===== config.mk =====
export PLATFORM = sky130hd
export DESIGN_NAME = phc_port_handshake
export DESIGN_NICKNAME = d
export VERILOG_FILES = /design/src/phc_pkg.sv /design/src/phc_port_handshake.sv /design/src/phc_fifo.sv
export VERILOG_INCLUDE_DIRS = /design/src
export SDC_FILE = /design/constraint.sdc
export NUM_CORES = 1
export LEC_CHECK = 0
export CORE_MARGIN = 10
export CORE_UTILIZATION = 25
export DETAILED_ROUTE_END_ITERATION = 8
export DONT_BUFFER_PORTS = 1
export GPL_TIMING_DRIVEN = 0
export SYNTH_ARGS = -nofsm -noshare
export SYNTH_HDL_FRONTEND = slang
export SYNTH_SLANG_ARGS = --single-unit

===== constraint.sdc =====
create_clock -name core_clk_i -period 11.2 [get_ports core_clk_i]
set_input_delay 0 -clock core_clk_i [delete_from_list [all_inputs] [get_ports core_clk_i]]
set_output_delay 0 -clock core_clk_i [all_outputs]
set_load 0.005 [all_outputs]

===== src/phc_consts.svh =====
// Bit positions, masks and sizes for the port handshake block
`ifndef PHC_CONSTS_SVH
`define PHC_CONSTS_SVH

// ----------------------------------------------------------------------
// Shared port 0/1 mode register fields
// ----------------------------------------------------------------------
`define PHC_PORT01_MODE_REG_P0_LO_BIT 6
`define PHC_PORT01_MODE_REG_P0_HI_BIT 7
`define PHC_PORT01_MODE_REG_P1_LO_BIT 3
`define PHC_PORT01_MODE_REG_P1_HI_BIT 4

// ----------------------------------------------------------------------
// Port 2 direction register: this bit decides the handshake direction
// ----------------------------------------------------------------------
`define PHC_P2M_HS_BIT 7

// ----------------------------------------------------------------------
// Port 3 mode register enables
// ----------------------------------------------------------------------
`define PHC_P3M_P0_EN_BIT 2
`define PHC_P3M_P1_EN_LO_BIT 3
`define PHC_P3M_P1_EN_HI_BIT 4
`define PHC_P3M_P2_EN_BIT 5

// ----------------------------------------------------------------------
// Port 3 data bits: handshake enables and idle strobe levels
// ----------------------------------------------------------------------
`define PHC_P3D_P0_BIT 5
`define PHC_P3D_P1_BIT 4
`define PHC_P3D_P2_BIT 6

// ----------------------------------------------------------------------
// Drive masks, data width and buffer depth
// ----------------------------------------------------------------------
`define PHC_P0_NIBBLE_OE 8'hF0
`define PHC_BYTE_OE 8'hFF
`define PHC_BYTE_ZERO 8'h00
`define PHC_DATA_W 8
`define PHC_FIFO_DEPTH 32

`endif


===== src/phc_pkg.sv =====
// Types shared by the port handshake block
package phc_pkg;

    // ------------------------------------------------------------------
    // Handshake mode of one port
    // ------------------------------------------------------------------
    typedef enum logic [1:0] {
        phc_hs_off = 2'b00,
        phc_hs_in = 2'b01,
        phc_hs_out = 2'b10
    } phc_mode_type;

endpackage


===== src/phc_port_handshake.sv =====
// Handshake engines for three byte ports with strobes on port 3
`timescale 1ns/10ps
`default_nettype none
`include "phc_consts.svh"
// ----------------------------------------------------------------------
// Operation
// - Each port runs input or output handshake
// - Input mode: take byte when valid strobe falls
// - Output mode: next byte follows accept going low
// - Incoming line falling edge raises port interrupt
// - Strobe held high while accept line low
// - Writing a byte drives strobe low
// - Accept low forces strobe high until next byte
// - First byte may be written without checking
// - Later port 2 bytes follow its interrupt
// - Port 0 input: bit 6 set, 7 clear
// - Port 1 input: bit 3 set, 4 clear
// - Port 0 output: bits 6 and 7 set
// - Port 1 output: bits 3 and 4 set
// - Cleared port 2 direction drives all bits
// - Strobe idles at port 3 data level
// - Port 2 enable: mode bit 5, data bit 6
// - Port 1 enable: data bit 4, mode 3-4
// ----------------------------------------------------------------------

module phc_port_handshake (
    input wire logic core_clk_i,
    input wire logic rst_i,
    input wire logic [7:0] port01_mode_reg_i,
    input wire logic [7:0] port2_direction_reg_i,
    input wire logic [7:0] port3_mode_reg_i,
    input wire logic [7:0] port3_data_reg_i,
    input wire logic [2:0] wr_stb_i,
    input wire logic [7:0] wr_data_i,
    output logic [2:0] wr_ready_o,
    input wire logic [2:0] rd_ack_i,
    output logic [2:0] rd_valid_o,
    output logic [7:0] rd_data0_o,
    output logic [7:0] rd_data1_o,
    output logic [7:0] rd_data2_o,
    input wire logic [7:0] port0_pin_i,
    input wire logic [7:0] port1_pin_i,
    input wire logic [7:0] port2_pin_i,
    output logic [7:0] port0_pin_o,
    output logic [7:0] port0_pin_oe_o,
    output logic [7:0] port1_pin_o,
    output logic [7:0] port1_pin_oe_o,
    output logic [7:0] port2_pin_o,
    output logic [7:0] port2_pin_oe_o,
    input wire logic port3_line2_i,
    input wire logic port3_line3_i,
    input wire logic port3_line1_i,
    output logic port3_line5_o,
    output logic port3_line5_oe_o,
    output logic port3_line4_o,
    output logic port3_line4_oe_o,
    output logic port3_line6_o,
    output logic port3_line6_oe_o,
    output logic handshake_int_port0_o,
    output logic handshake_int_port1_o,
    output logic handshake_int_port2_o
);
    import phc_pkg::*;

    // ------------------------------------------------------------------
    // Mode decode
    // ------------------------------------------------------------------
    function automatic phc_mode_type mode_of(input logic en,
                                             input logic is_in,
                                             input logic is_out);
        phc_mode_type m;
        m = phc_hs_off;
        if (en && is_out) begin
            m = phc_hs_out;
        end else if (en && is_in) begin
            m = phc_hs_in;
        end
        return m;
    endfunction

    phc_mode_type mode_next [3];
    phc_mode_type mode_reg [3];
    logic [2:0] a_raw;
    logic [2:0] a_meta_reg;
    logic [2:0] a_sync_reg;
    logic [2:0] a_prev_reg;
    logic [2:0] a_fall;
    logic [2:0][7:0] pin_raw;
    logic [2:0][7:0] pin_meta_reg;
    logic [2:0][7:0] pin_sync_reg;
    logic [2:0][7:0] out_data_reg;
    logic [2:0][7:0] load_data;
    logic [2:0][7:0] oe_reg;
    logic [2:0][7:0] rx_data_reg;
    logic [2:0] pend_reg;
    logic [2:0] dav_reg;
    logic [2:0] rdy_reg;
    logic [2:0] rx_valid_reg;
    logic [2:0] int_reg;
    logic [2:0] load;
    logic [2:0] idle_b;
    logic [2:0] line_b;
    logic fifo_in_ready;
    logic fifo_valid;
    logic [7:0] fifo_data;

    // Incoming line A of each port: port 0 on line 2, 1 on 3, 2 on 1
    assign a_raw = {port3_line1_i, port3_line3_i, port3_line2_i};
    assign pin_raw = {port2_pin_i, port1_pin_i, port0_pin_i};
    assign idle_b = {port3_data_reg_i[`PHC_P3D_P2_BIT],
                     port3_data_reg_i[`PHC_P3D_P1_BIT],
                     port3_data_reg_i[`PHC_P3D_P0_BIT]};

    // Each port picks off, input or output from its mode bits
    always_comb begin
        mode_next[0] = mode_of(
            port3_data_reg_i[`PHC_P3D_P0_BIT] &&
            port3_mode_reg_i[`PHC_P3M_P0_EN_BIT],
            port01_mode_reg_i[`PHC_PORT01_MODE_REG_P0_LO_BIT] &&
            !port01_mode_reg_i[`PHC_PORT01_MODE_REG_P0_HI_BIT],
            port01_mode_reg_i[`PHC_PORT01_MODE_REG_P0_LO_BIT] &&
            port01_mode_reg_i[`PHC_PORT01_MODE_REG_P0_HI_BIT]);
        mode_next[1] = mode_of(
            port3_data_reg_i[`PHC_P3D_P1_BIT] &&
            port3_mode_reg_i[`PHC_P3M_P1_EN_LO_BIT] &&
            port3_mode_reg_i[`PHC_P3M_P1_EN_HI_BIT],
            port01_mode_reg_i[`PHC_PORT01_MODE_REG_P1_LO_BIT] &&
            !port01_mode_reg_i[`PHC_PORT01_MODE_REG_P1_HI_BIT],
            port01_mode_reg_i[`PHC_PORT01_MODE_REG_P1_LO_BIT] &&
            port01_mode_reg_i[`PHC_PORT01_MODE_REG_P1_HI_BIT]);
        mode_next[2] = mode_of(
            port3_data_reg_i[`PHC_P3D_P2_BIT] &&
            port3_mode_reg_i[`PHC_P3M_P2_EN_BIT],
            port2_direction_reg_i[`PHC_P2M_HS_BIT],
            !port2_direction_reg_i[`PHC_P2M_HS_BIT]);
    end

    // Registered modes; every engine below except the pin enables and the interrupt requests keys off these
    always_ff @(posedge core_clk_i or posedge rst_i) begin
        if (rst_i) begin
            for (int i = 0; i < 3; i++) begin
                mode_reg[i] <= phc_hs_off;
            end
        end else begin
            for (int i = 0; i < 3; i++) begin
                mode_reg[i] <= mode_next[i];
            end
        end
    end

    // ------------------------------------------------------------------
    // Pin synchronisers
    // ------------------------------------------------------------------
    // Two stages for pins, a third only for edge detection
    always_ff @(posedge core_clk_i or posedge rst_i) begin
        if (rst_i) begin
            a_meta_reg <= 3'h7;
            a_sync_reg <= 3'h7;
            a_prev_reg <= 3'h7;
            pin_meta_reg <= '0;
            pin_sync_reg <= '0;
        end else begin
            a_meta_reg <= a_raw;
            a_sync_reg <= a_meta_reg;
            a_prev_reg <= a_sync_reg;
            pin_meta_reg <= pin_raw;
            pin_sync_reg <= pin_meta_reg;
        end
    end

    assign a_fall = a_prev_reg & ~a_sync_reg;

    // Falling incoming line gives a one-cycle request in any mode
    always_ff @(posedge core_clk_i or posedge rst_i) begin
        if (rst_i) begin
            int_reg <= 3'h0;
        end else begin
            int_reg <= a_fall;
        end
    end

    // ------------------------------------------------------------------
    // Output path
    // ------------------------------------------------------------------
    // Port 2 bytes queue here so software can run ahead of the link
    phc_fifo #(
        .WIDTH(`PHC_DATA_W),
        .DEPTH(`PHC_FIFO_DEPTH)
    ) u_tx_fifo (
        .clk_i(core_clk_i),
        .rst_i(rst_i),
        .in_valid_i(wr_stb_i[2]),
        .in_ready_o(fifo_in_ready),
        .in_data_i(wr_data_i),
        .out_valid_o(fifo_valid),
        .out_ready_i(load[2]),
        .out_data_o(fifo_data)
    );

    // A byte reaches the port register; port 2 waits for the last ack
    always_comb begin
        for (int i = 0; i < 2; i++) begin
            load[i] = wr_stb_i[i] && (mode_reg[i] == phc_hs_out);
            load_data[i] = wr_data_i;
        end
        load[2] = fifo_valid && !pend_reg[2] && dav_reg[2] &&
                  (mode_reg[2] == phc_hs_out);
        load_data[2] = fifo_data;
    end

    assign wr_ready_o = {fifo_in_ready, 2'h3};

    // Port data and pending flag; pending means strobe not yet dropped
    always_ff @(posedge core_clk_i or posedge rst_i) begin
        if (rst_i) begin
            out_data_reg <= '0;
            pend_reg <= 3'h0;
        end else begin
            for (int i = 0; i < 3; i++) begin
                if (mode_reg[i] != phc_hs_out) begin
                    pend_reg[i] <= 1'b0;
                end else if (load[i]) begin
                    out_data_reg[i] <= load_data[i];
                    pend_reg[i] <= 1'b1;
                end else if (pend_reg[i] && a_sync_reg[i]) begin
                    pend_reg[i] <= 1'b0;
                end
            end
        end
    end

    // Outgoing strobe, low means data available
    always_ff @(posedge core_clk_i or posedge rst_i) begin
        if (rst_i) begin
            dav_reg <= 3'h7;
        end else begin
            for (int i = 0; i < 3; i++) begin
                if (mode_reg[i] != phc_hs_out) begin
                    dav_reg[i] <= 1'b1;
                end else if (!a_sync_reg[i]) begin
                    dav_reg[i] <= 1'b1;
                end else if (pend_reg[i]) begin
                    dav_reg[i] <= 1'b0;
                end
            end
        end
    end

    // ------------------------------------------------------------------
    // Input path
    // ------------------------------------------------------------------
    // Capture wins over a read acknowledge in the same cycle
    always_ff @(posedge core_clk_i or posedge rst_i) begin
        if (rst_i) begin
            rdy_reg <= 3'h7;
            rx_valid_reg <= 3'h0;
            rx_data_reg <= '0;
        end else begin
            for (int i = 0; i < 3; i++) begin
                if (mode_reg[i] != phc_hs_in) begin
                    rdy_reg[i] <= 1'b1;
                    rx_valid_reg[i] <= 1'b0;
                end else if (a_fall[i] && rdy_reg[i]) begin
                    rdy_reg[i] <= 1'b0;
                    rx_valid_reg[i] <= 1'b1;
                    rx_data_reg[i] <= pin_sync_reg[i];
                end else begin
                    if (rd_ack_i[i]) begin
                        rx_valid_reg[i] <= 1'b0;
                    end
                    // Reopen only once read and the strobe is back high
                    if (!rdy_reg[i] && !rx_valid_reg[i] && a_sync_reg[i]) begin
                        rdy_reg[i] <= 1'b1;
                    end
                end
            end
        end
    end

    // ------------------------------------------------------------------
    // Pin drivers
    // ------------------------------------------------------------------
    // Port 0 hands over only its high nibble; enables use the decoded
    // mode so that they switch on the same edge as the mode register
    always_ff @(posedge core_clk_i or posedge rst_i) begin
        if (rst_i) begin
            oe_reg <= '0;
        end else begin
            oe_reg[0] <= (mode_next[0] == phc_hs_out) ?
                         `PHC_P0_NIBBLE_OE : `PHC_BYTE_ZERO;
            oe_reg[1] <= (mode_next[1] == phc_hs_out) ?
                         `PHC_BYTE_OE : `PHC_BYTE_ZERO;
            oe_reg[2] <= (mode_next[2] == phc_hs_out) ?
                         ~port2_direction_reg_i : `PHC_BYTE_ZERO;
        end
    end

    // Line B: strobe in output mode, ready in input mode, else data bit
    always_comb begin
        for (int i = 0; i < 3; i++) begin
            case (mode_reg[i])
                phc_hs_out: line_b[i] = dav_reg[i];
                phc_hs_in: line_b[i] = rdy_reg[i];
                default: line_b[i] = idle_b[i];
            endcase
        end
    end

    // Port 0 on line 5, port 1 on line 4, port 2 on line 6
    assign port3_line5_o = line_b[0];
    assign port3_line4_o = line_b[1];
    assign port3_line6_o = line_b[2];
    assign port3_line5_oe_o = 1'b1;
    assign port3_line4_oe_o = 1'b1;
    assign port3_line6_oe_o = 1'b1;
    assign port0_pin_o = out_data_reg[0];
    assign port1_pin_o = out_data_reg[1];
    assign port2_pin_o = out_data_reg[2];
    assign port0_pin_oe_o = oe_reg[0];
    assign port1_pin_oe_o = oe_reg[1];
    assign port2_pin_oe_o = oe_reg[2];
    assign rd_valid_o = rx_valid_reg;
    assign rd_data0_o = rx_data_reg[0];
    assign rd_data1_o = rx_data_reg[1];
    assign rd_data2_o = rx_data_reg[2];
    assign handshake_int_port0_o = int_reg[0];
    assign handshake_int_port1_o = int_reg[1];
    assign handshake_int_port2_o = int_reg[2];

    logic p0_en;
    logic p1_en;
    logic p2_en;
    assign p0_en = port3_data_reg_i[5] && port3_mode_reg_i[2];
    assign p1_en = port3_data_reg_i[4] && port3_mode_reg_i[3] &&
                   port3_mode_reg_i[4];
    assign p2_en = port3_data_reg_i[6] && port3_mode_reg_i[5];

    for (genvar g = 0; g < 3; g++) begin : g_chk

    end
endmodule
`default_nettype wire


===== src/phc_fifo.sv =====
// Small first-in first-out buffer with a registered read port
`timescale 1ns/10ps
`default_nettype none

module phc_fifo #(
    parameter int WIDTH = 8,
    parameter int DEPTH = 32
) (
    input wire logic clk_i,
    input wire logic rst_i,
    input wire logic in_valid_i,
    output logic in_ready_o,
    input wire logic [WIDTH-1:0] in_data_i,
    output logic out_valid_o,
    input wire logic out_ready_i,
    output logic [WIDTH-1:0] out_data_o
);
    localparam int AW = $clog2(DEPTH);
    localparam logic [AW:0] FULL = (AW + 1)'(DEPTH);

    logic [WIDTH-1:0] mem [DEPTH];
    logic [AW-1:0] wr_ptr_reg;
    logic [AW-1:0] rd_ptr_reg;
    logic [AW:0] count_reg;
    logic out_valid_reg;
    logic [WIDTH-1:0] out_data_reg;
    logic push;
    logic refill;

    // Refill the read register whenever it is empty or being drained
    assign in_ready_o = (count_reg != FULL);
    assign push = in_valid_i && in_ready_o;
    assign refill = (count_reg != '0) && (!out_valid_reg || out_ready_i);
    assign out_valid_o = out_valid_reg;
    assign out_data_o = out_data_reg;

    // Storage array, no reset so it maps onto plain memory
    always_ff @(posedge clk_i) begin
        if (push) begin
            mem[wr_ptr_reg] <= in_data_i;
        end
    end

    // Pointers and fill count; depth is a power of two so they wrap
    always_ff @(posedge clk_i or posedge rst_i) begin
        if (rst_i) begin
            wr_ptr_reg <= '0;
            rd_ptr_reg <= '0;
            count_reg <= '0;
        end else begin
            if (push) begin
                wr_ptr_reg <= wr_ptr_reg + 1'b1;
            end
            if (refill) begin
                rd_ptr_reg <= rd_ptr_reg + 1'b1;
            end
            if (push && !refill) begin
                count_reg <= count_reg + 1'b1;
            end else if (!push && refill) begin
                count_reg <= count_reg - 1'b1;
            end
        end
    end

    // Read register, the word presented to the consumer
    always_ff @(posedge clk_i or posedge rst_i) begin
        if (rst_i) begin
            out_valid_reg <= 1'b0;
            out_data_reg <= '0;
        end else if (refill) begin
            out_valid_reg <= 1'b1;
            out_data_reg <= mem[rd_ptr_reg];
        end else if (out_ready_i) begin
            out_valid_reg <= 1'b0;
        end
    end

endmodule
`default_nettype wire


Word level (Yosys, flattened, before mapping)
Memory sizes are Yosys's and may differ from the RTL's. A register that Yosys moved wholly into a read port is not among the register bits.
Index checks and enable logic that the tools add are counted.
{ "classes": {"add_sub_neg": 4, "eq_ne": 19, "mux": 54, "bitwise": 9, "n_reduce_logical": 67} }
{ "ops": {"columns": ["cell", "count"], "rows": [
  ["2-to-1 mux 1 bit", 43],
  ["logical AND 1 bit", 35],
  ["nonzero test 3 bit", 9],
  ["2-to-1 mux 8 bit", 3],
  ["logical NOT 1 bit", 13],
  ["== test 2 bit, second input constant", 6],
  ["2-to-1 mux 6 bit", 2],
  ["AND reduction 2 bit", 6],
  ["adder 5 x 1 -> 5 bit, second input constant", 2],
  ["!= test 3 x 1 -> 1 bit, second input constant", 3],
  ["inverter 8 bit", 1],
  ["adder 6 x 1 -> 6 bit, second input constant", 1],
  ["== test 2 x 1 -> 1 bit, second input constant", 3],
  ["2-to-1 mux 2 bit", 3],
  ["!= test 2 x 1 -> 1 bit, second input constant", 3],
  ["!= test 2 bit, second input constant", 3],
  ["!= test 6 bit, second input constant", 1],
  ["inverter 1 bit", 6],
  ["case mux 1 bit (2 select lines)", 3],
  ["nonzero test 6 bit", 1],
  ["subtractor 6 x 1 -> 6 bit, second input constant", 1],
  ["nonzero test 2 bit", 2],
  ["AND 3 bit", 1],
  ["inverter 3 bit", 1],
  ["logical OR 1 bit", 1]
]} }
{ "totals": {"regBits": 167, "mem_bits_rw": 256, "input_bits": 75, "out_inout_bits": 87, "wordCells": 192, "n_memories": 1} }
{ "mem_list": {"columns": ["name", "depth", "word_bits", "rd", "rd_clocked_by_memory_dff", "write_ports", "line", "source"], "rows": [
  ["u_tx_fifo.mem", 32, 8, 1, 1, 1, "phc_fifo.sv:21", "logic [WIDTH-1:0] mem [DEPTH];"]
]} }

Depth between registers and ports, before layout
{ "logic_depth": {"word_depth": 9, "mapped_depth": 12, "mapped_depth_nobuf": 12} }

Cells and area by module
A second synthesis with hierarchy kept.
{ "unflattened": {"cells_unflattened": 934, "area_unflattened_um2": 16016.6} }
{ "by_module_without_submodules": {"columns": ["module", "instances", "cells_per_inst", "area_each_um2", "seq_area_each_um2"], "rows": [
  ["phc_fifo", 1, 648, 11384.7, 8313.0],
  ["phc_port_handshake", 1, 286, 4631.9, 3397.0]
]} }

Least setup slack after synthesis
Ideal clock, no wire load.
{ "synth_timing": {"kind": "flip-flop to flip-flop", "from": "register u_tx_fifo.count_reg[0]", "to": "register u_tx_fifo.count_reg[5]", "setup_ns": 0.134, "arrival_time_ns": 2.808, "setup_slack_ns": 8.259, "stages_incl_launch_ff": 11, "period_less_slack_ns": 2.941, "path_cell_list": "dfrtp_1 > or4_4 > o31a_1 > buf_4 > ha_1 > inv_1 > ha_1 > and4b_1 > a311oi_1 > o311ai_0 > xnor2_1"} }
{ "synth_via": {"elab_chain_cells": 5, "word_cells_on_any_way": 13, "cone_classes": "add/sub (2); eq/ne (1); mux (2); reduce/logical (8)"} }
{ "synth_lines": {"columns": ["item", "line", "source"], "rows": [
  ["from (decl)", "phc_fifo.sv:24", "logic [AW:0] count_reg;"],
  ["from (signal assigned)", "phc_fifo.sv:58", "count_reg <= count_reg + 1'b1;"],
  ["from (signal assigned)", "phc_fifo.sv:60", "count_reg <= count_reg - 1'b1;"],
  ["!= test 6 bit *", "phc_fifo.sv:31", "assign in_ready_o = (count_reg != FULL);"],
  ["logical AND 1 bit *", "phc_fifo.sv:32", "assign push = in_valid_i && in_ready_o;"],
  ["net u_tx_fifo.push", "phc_fifo.sv:27", "logic push;"],
  ["logical NOT 1 bit", "phc_fifo.sv:59", "end else if (!push && refill) begin"],
  ["logical AND 1 bit", "phc_fifo.sv:59", null],
  ["nonzero test 2 bit (no line)", null, null]
]} }
The timed path passes the listed nets; every way through them passes the cells marked *. The select of a mux whose other input is x is not followed.
A chain may end at the register's enable or synchronous reset.

Worst setup path after layout
{ "layout_timing": {"from": "register mode_reg[0] in the netlist's numbering", "to": "register u_tx_fifo.count_reg[5]"} }
{ "layout_via": {"elab_chain_cells": 7, "word_cells_on_any_way": 9, "cone_classes": "eq/ne (1); mux (1); reduce/logical (7)"} }
{ "layout_lines": {"columns": ["item", "line", "source"], "rows": [
  ["from (decl)", "phc_port_handshake.sv:82", "phc_mode_type mode_reg [3];"],
  ["from (signal, indexed assignment)", "phc_port_handshake.sv:142", "mode_reg[i] <= phc_hs_off;"],
  ["from (signal, indexed assignment)", "phc_port_handshake.sv:146", "mode_reg[i] <= mode_next[i];"],
  ["== test 2 bit *", "phc_port_handshake.sv:207", "(mode_reg[2] == phc_hs_out);"],
  ["logical AND 1 bit *", "phc_port_handshake.sv:206", "load[2] = fifo_valid && !pend_reg[2] && dav_reg[2] &&"],
  ["logical OR 1 bit *", "phc_fifo.sv:33", "assign refill = (count_reg != '0) && (!out_valid_reg || out_ready_i);"],
  ["logical AND 1 bit *", "phc_fifo.sv:33", null],
  ["logical NOT 1 bit", "phc_fifo.sv:57", "if (push && !refill) begin"],
  ["logical AND 1 bit", "phc_fifo.sv:57", null],
  ["2-to-1 mux 6 bit or nonzero test 2 bit (tied branches)", null, null]
]} }
Every way passes the cells marked *; elsewhere a longest branch is shown, timed or not.

==> flow_summary.json <==
{
  "core-area_um2": 62700,
  "cts_sinks": 416,
  "drive_gt1_frac": 0.213,
  "first_iter_violations": 524,
  "postSynth.asyncResetShare": 0.385,
  "netlist_area_um2": 15800,
  "drtPass1Iterations": 5,
  "synthCells": 915,
  "cts_made_buffers": 42,
  "ant_nets": 0,
  "start_kind": "flip-flop",
  "fin_crit_sh": 0.294,
  "crit_required_ps": 11640,
  "synth_cell_type_count": 54,
  "cp-end-kind": "flip-flop",
  "worst_slew_pin_slew_ps": 912,
  "cpPeakStageDelay_ps": 380,
  "crit_family": "adder cells",
  "synth.most_common_cell": "edfxtp_1",
  "die_area_um2": 73500,
  "grt_pass1_vias": 8944,
  "fin_tns_setup_ps": 0,
  "synth_top_area_share": 0.487,
  "cp_slowest_cell": "dfrtp_1",
  "setup_viol": 0,
  "place_inst": 1769,
  "cp_num_buf_inv": 3,
  "synth-seq-cells": 416,
  "post_cts_buffers": 0,
  "stdcell_area_um2": 19400,
  "failed_checks": "negative hold slack",
  "h-tree-depth": 2,
  "cp.arrival_ps": 3730,
  "power.density_nw_per_um2": 218,
  "placed_cell_area_um2": 16900,
  "port-buffer-count": 0,
  "finalHoldViolCount": 2,
  "slew_headroom": 0.390,
  "grt_max_degree": 87,
  "wl_per_cell_um": 18.4,
  "drv_cap": 0,
  "synth_area_leaders": "edfxtp_1 (49%), dfrtp_1 (23%), mux4_2 (6.0%)",
  "ys.flop_type": "edfxtp_1",
  "antenna_found_initial": 2,
  "cts_resized": 0,
  "yosys.area.top_type": "edfxtp_1",
  "clk_latency_ps": 570,
  "io_pins": 162,
  "path_class": "reg -> reg",
  "cp_max_fo": 10,
  "syn_to_final_growth_pct": 22.8,
  "hold_class": "in -> async",
  "cts_tree": "built",
  "largest_reg_flops": 256,
  "holdBufCountCts": 103,
  "routed_wl_um": 35800,
  "initial_core_util": 0.251,
  "gp_congestion": 0.769,
  "cts_root_buf": "clkbuf_16",
  "synth_edf_count": 256,
  "instances_no_fill": 1950,
  "via_per_inst": 4.27,
  "clock_path_buffers": 3,
  "drv_slew": 0,
  "vias": 8325,
  "netlist_top_cells_count": "edfxtp_1 (256), dfrtp_1 (145), nor2_1 (59)",
  "drc_errors": 0,
  "fp.dieH_um": 271,
  "yosys_warnings": 0,
  "leakagePower_uw": 0.00712,
  "path_cells": "inv_1 -> ha_1 -> nand4b_1 -> a2bb2oi_1 -> inv_1 -> ha_1 -> inv_1 -> ha_1 -> and4b_1 -> a311oi_1 -> o311ai_0 -> xnor2_1",
  "rsz0062_at_grt": "false",
  "clk_pin_slew_ps": 60,
  "status": "finished with violations",
  "layout.nets": 1162,
  "ir_drop_uv": 135,
  "rows": 92,
  "die_x_um": 271,
  "hold_ws_ps": -9.23,
  "period_minus_slack_ps": 3300,
  "hpwlAfterDp_um": 22300,
  "fin_skew_ps": 28.7,
  "synth-seq-area-share": 0.742,
  "grt_overflow": 0,
  "max_freq_mhz": 303,
  "grt_pass1_wl_um": 54800,
  "track_usage": 0.0957,
  "avgSynthCellArea_um2": 17.2
}
-- layer usage --
metal / vias up / wire (um) / GRT usage
met5: - / 13 / 0
met2: 273 / 16300 / 0.150
li1: 3762 / - / -
met1: 4228 / 15400 / 0.121
met4: 2 / 989 / 0.0345
met3: 60 / 3110 / 0.0346
-- layout by cell type, fill, tap and decap left out, types with 4 or more instances in the layout --
cell type	n
dfstp_2	15
nor4_1	10
nand2_1	47
edfxtp_1	256
o21ai_0	14
xnor2_1	10
conb_1	9
o21bai_1	7
clkbuf_16	44
nand2b_1	4
o211ai_1	4
ha_1	16
clkbuf_1	15
a211oi_1	14
mux2i_1	32
mux4_2	42
o22ai_1	30
buf_2	11
clkinv_2	8
buf_12	8
dlygate4sd3_1	95
nor2_1	59
mux2_2	42
buf_4	28
nand3_1	8
a21oi_1	5
o221a_2	7
or3_1	8
clkbuf_8	6
dfrtp_1	145
nand3b_1	6
nand4_1	4
inv_1	22
nor2b_1	20
-- stage by stage --
stage / hold WS, ps / worst slack [ps] / total power (uW) / util
finish: -9.23 / 7900 / 4220 / 0.309
global route: 42.7 / 7530 / 4430 / 0.309
CTS: 11.2 / 7880 / 4280 / 0.309
detailed placement: -42.0 / 7910 / 2830 / 0.269
global placement: 4.59 / 5110 / 2810 / 0.269
floorplan: 4.48 / 6900 / 2550 / -
-- final cells by class --
type                            count  area (um^2)
Clock inverter                     18          149
Fill cell                        6053        43400
Clock buffer                       59         1220
Antenna cell                        1         2.50
Timing Repair Buffer              104         1140
Multi-Input combinational cell    432         3670
Tap cell                          846         1060
Buffer                             51          334
Inverter                           23         93.8
Sequential cell                   416        11700
-- worst register-to-register path, stage by stage (launching register included) --
cell and delay [ps]:
dfrtp_1 380, inv_1 60, ha_1 230, nand4b_1 370
a2bb2oi_1 300, inv_1 140, ha_1 280, inv_1 190
ha_1 310, and4b_1 210, a311oi_1 260, o311ai_0 240
xnor2_1 180
-- cell families (layout without fill, tap and decap cells) --
group	after synthesis	count (layout)	synth area share
DFF	416	416	0.742
AOI/OAI and AO/OA	98	98	0.0435
buffers and inverters	74	255	0.0266
adders and majority gates	17	17	0.0140
other	2	10	0.000476
and+or+nand+nor	180	180	0.0562
muxes	116	116	0.110
xor gates and xnor gates	12	12	0.00666
-- path summary, 6_finish.rpt --
check / endpoint / start / cells after the start / slack [ps]
worst max-delay path: u_tx_fifo.count_reg[5]$_DFFE_PP0P_ / mode_reg[0]$_DFF_PP0_ / 12 / 7900
worst min-delay path: u_tx_fifo.wr_ptr_reg[3]$_DFFE_PP0P_ / rst_i / 2 / -9
worst max register to register: u_tx_fifo.count_reg[5]$_DFFE_PP0P_ / mode_reg[0]$_DFF_PP0_ / 12 / 7900
worst min register to register: pin_sync_reg[0]$_DFF_PP0_ / pin_meta_reg[0]$_DFF_PP0_ / 0 / 350
max in group asynchronous: rdy_reg[1]$_DFFE_PP1P_ / rst_i / 3 / 10410
min in group core_clk_i: port0_pin_o[5]$_DFFE_PP0P_ / wr_stb_i[0] / 2 / 80
-- power by group --
part,switching (uW),internal [uW],total [uW],leakage (uW)
logic,546,419,966,0.00219
registers,89.7,1790,1880,0.00425
clock network,587,791,1380,0.000684
Power figures use the tool's default switching activity.
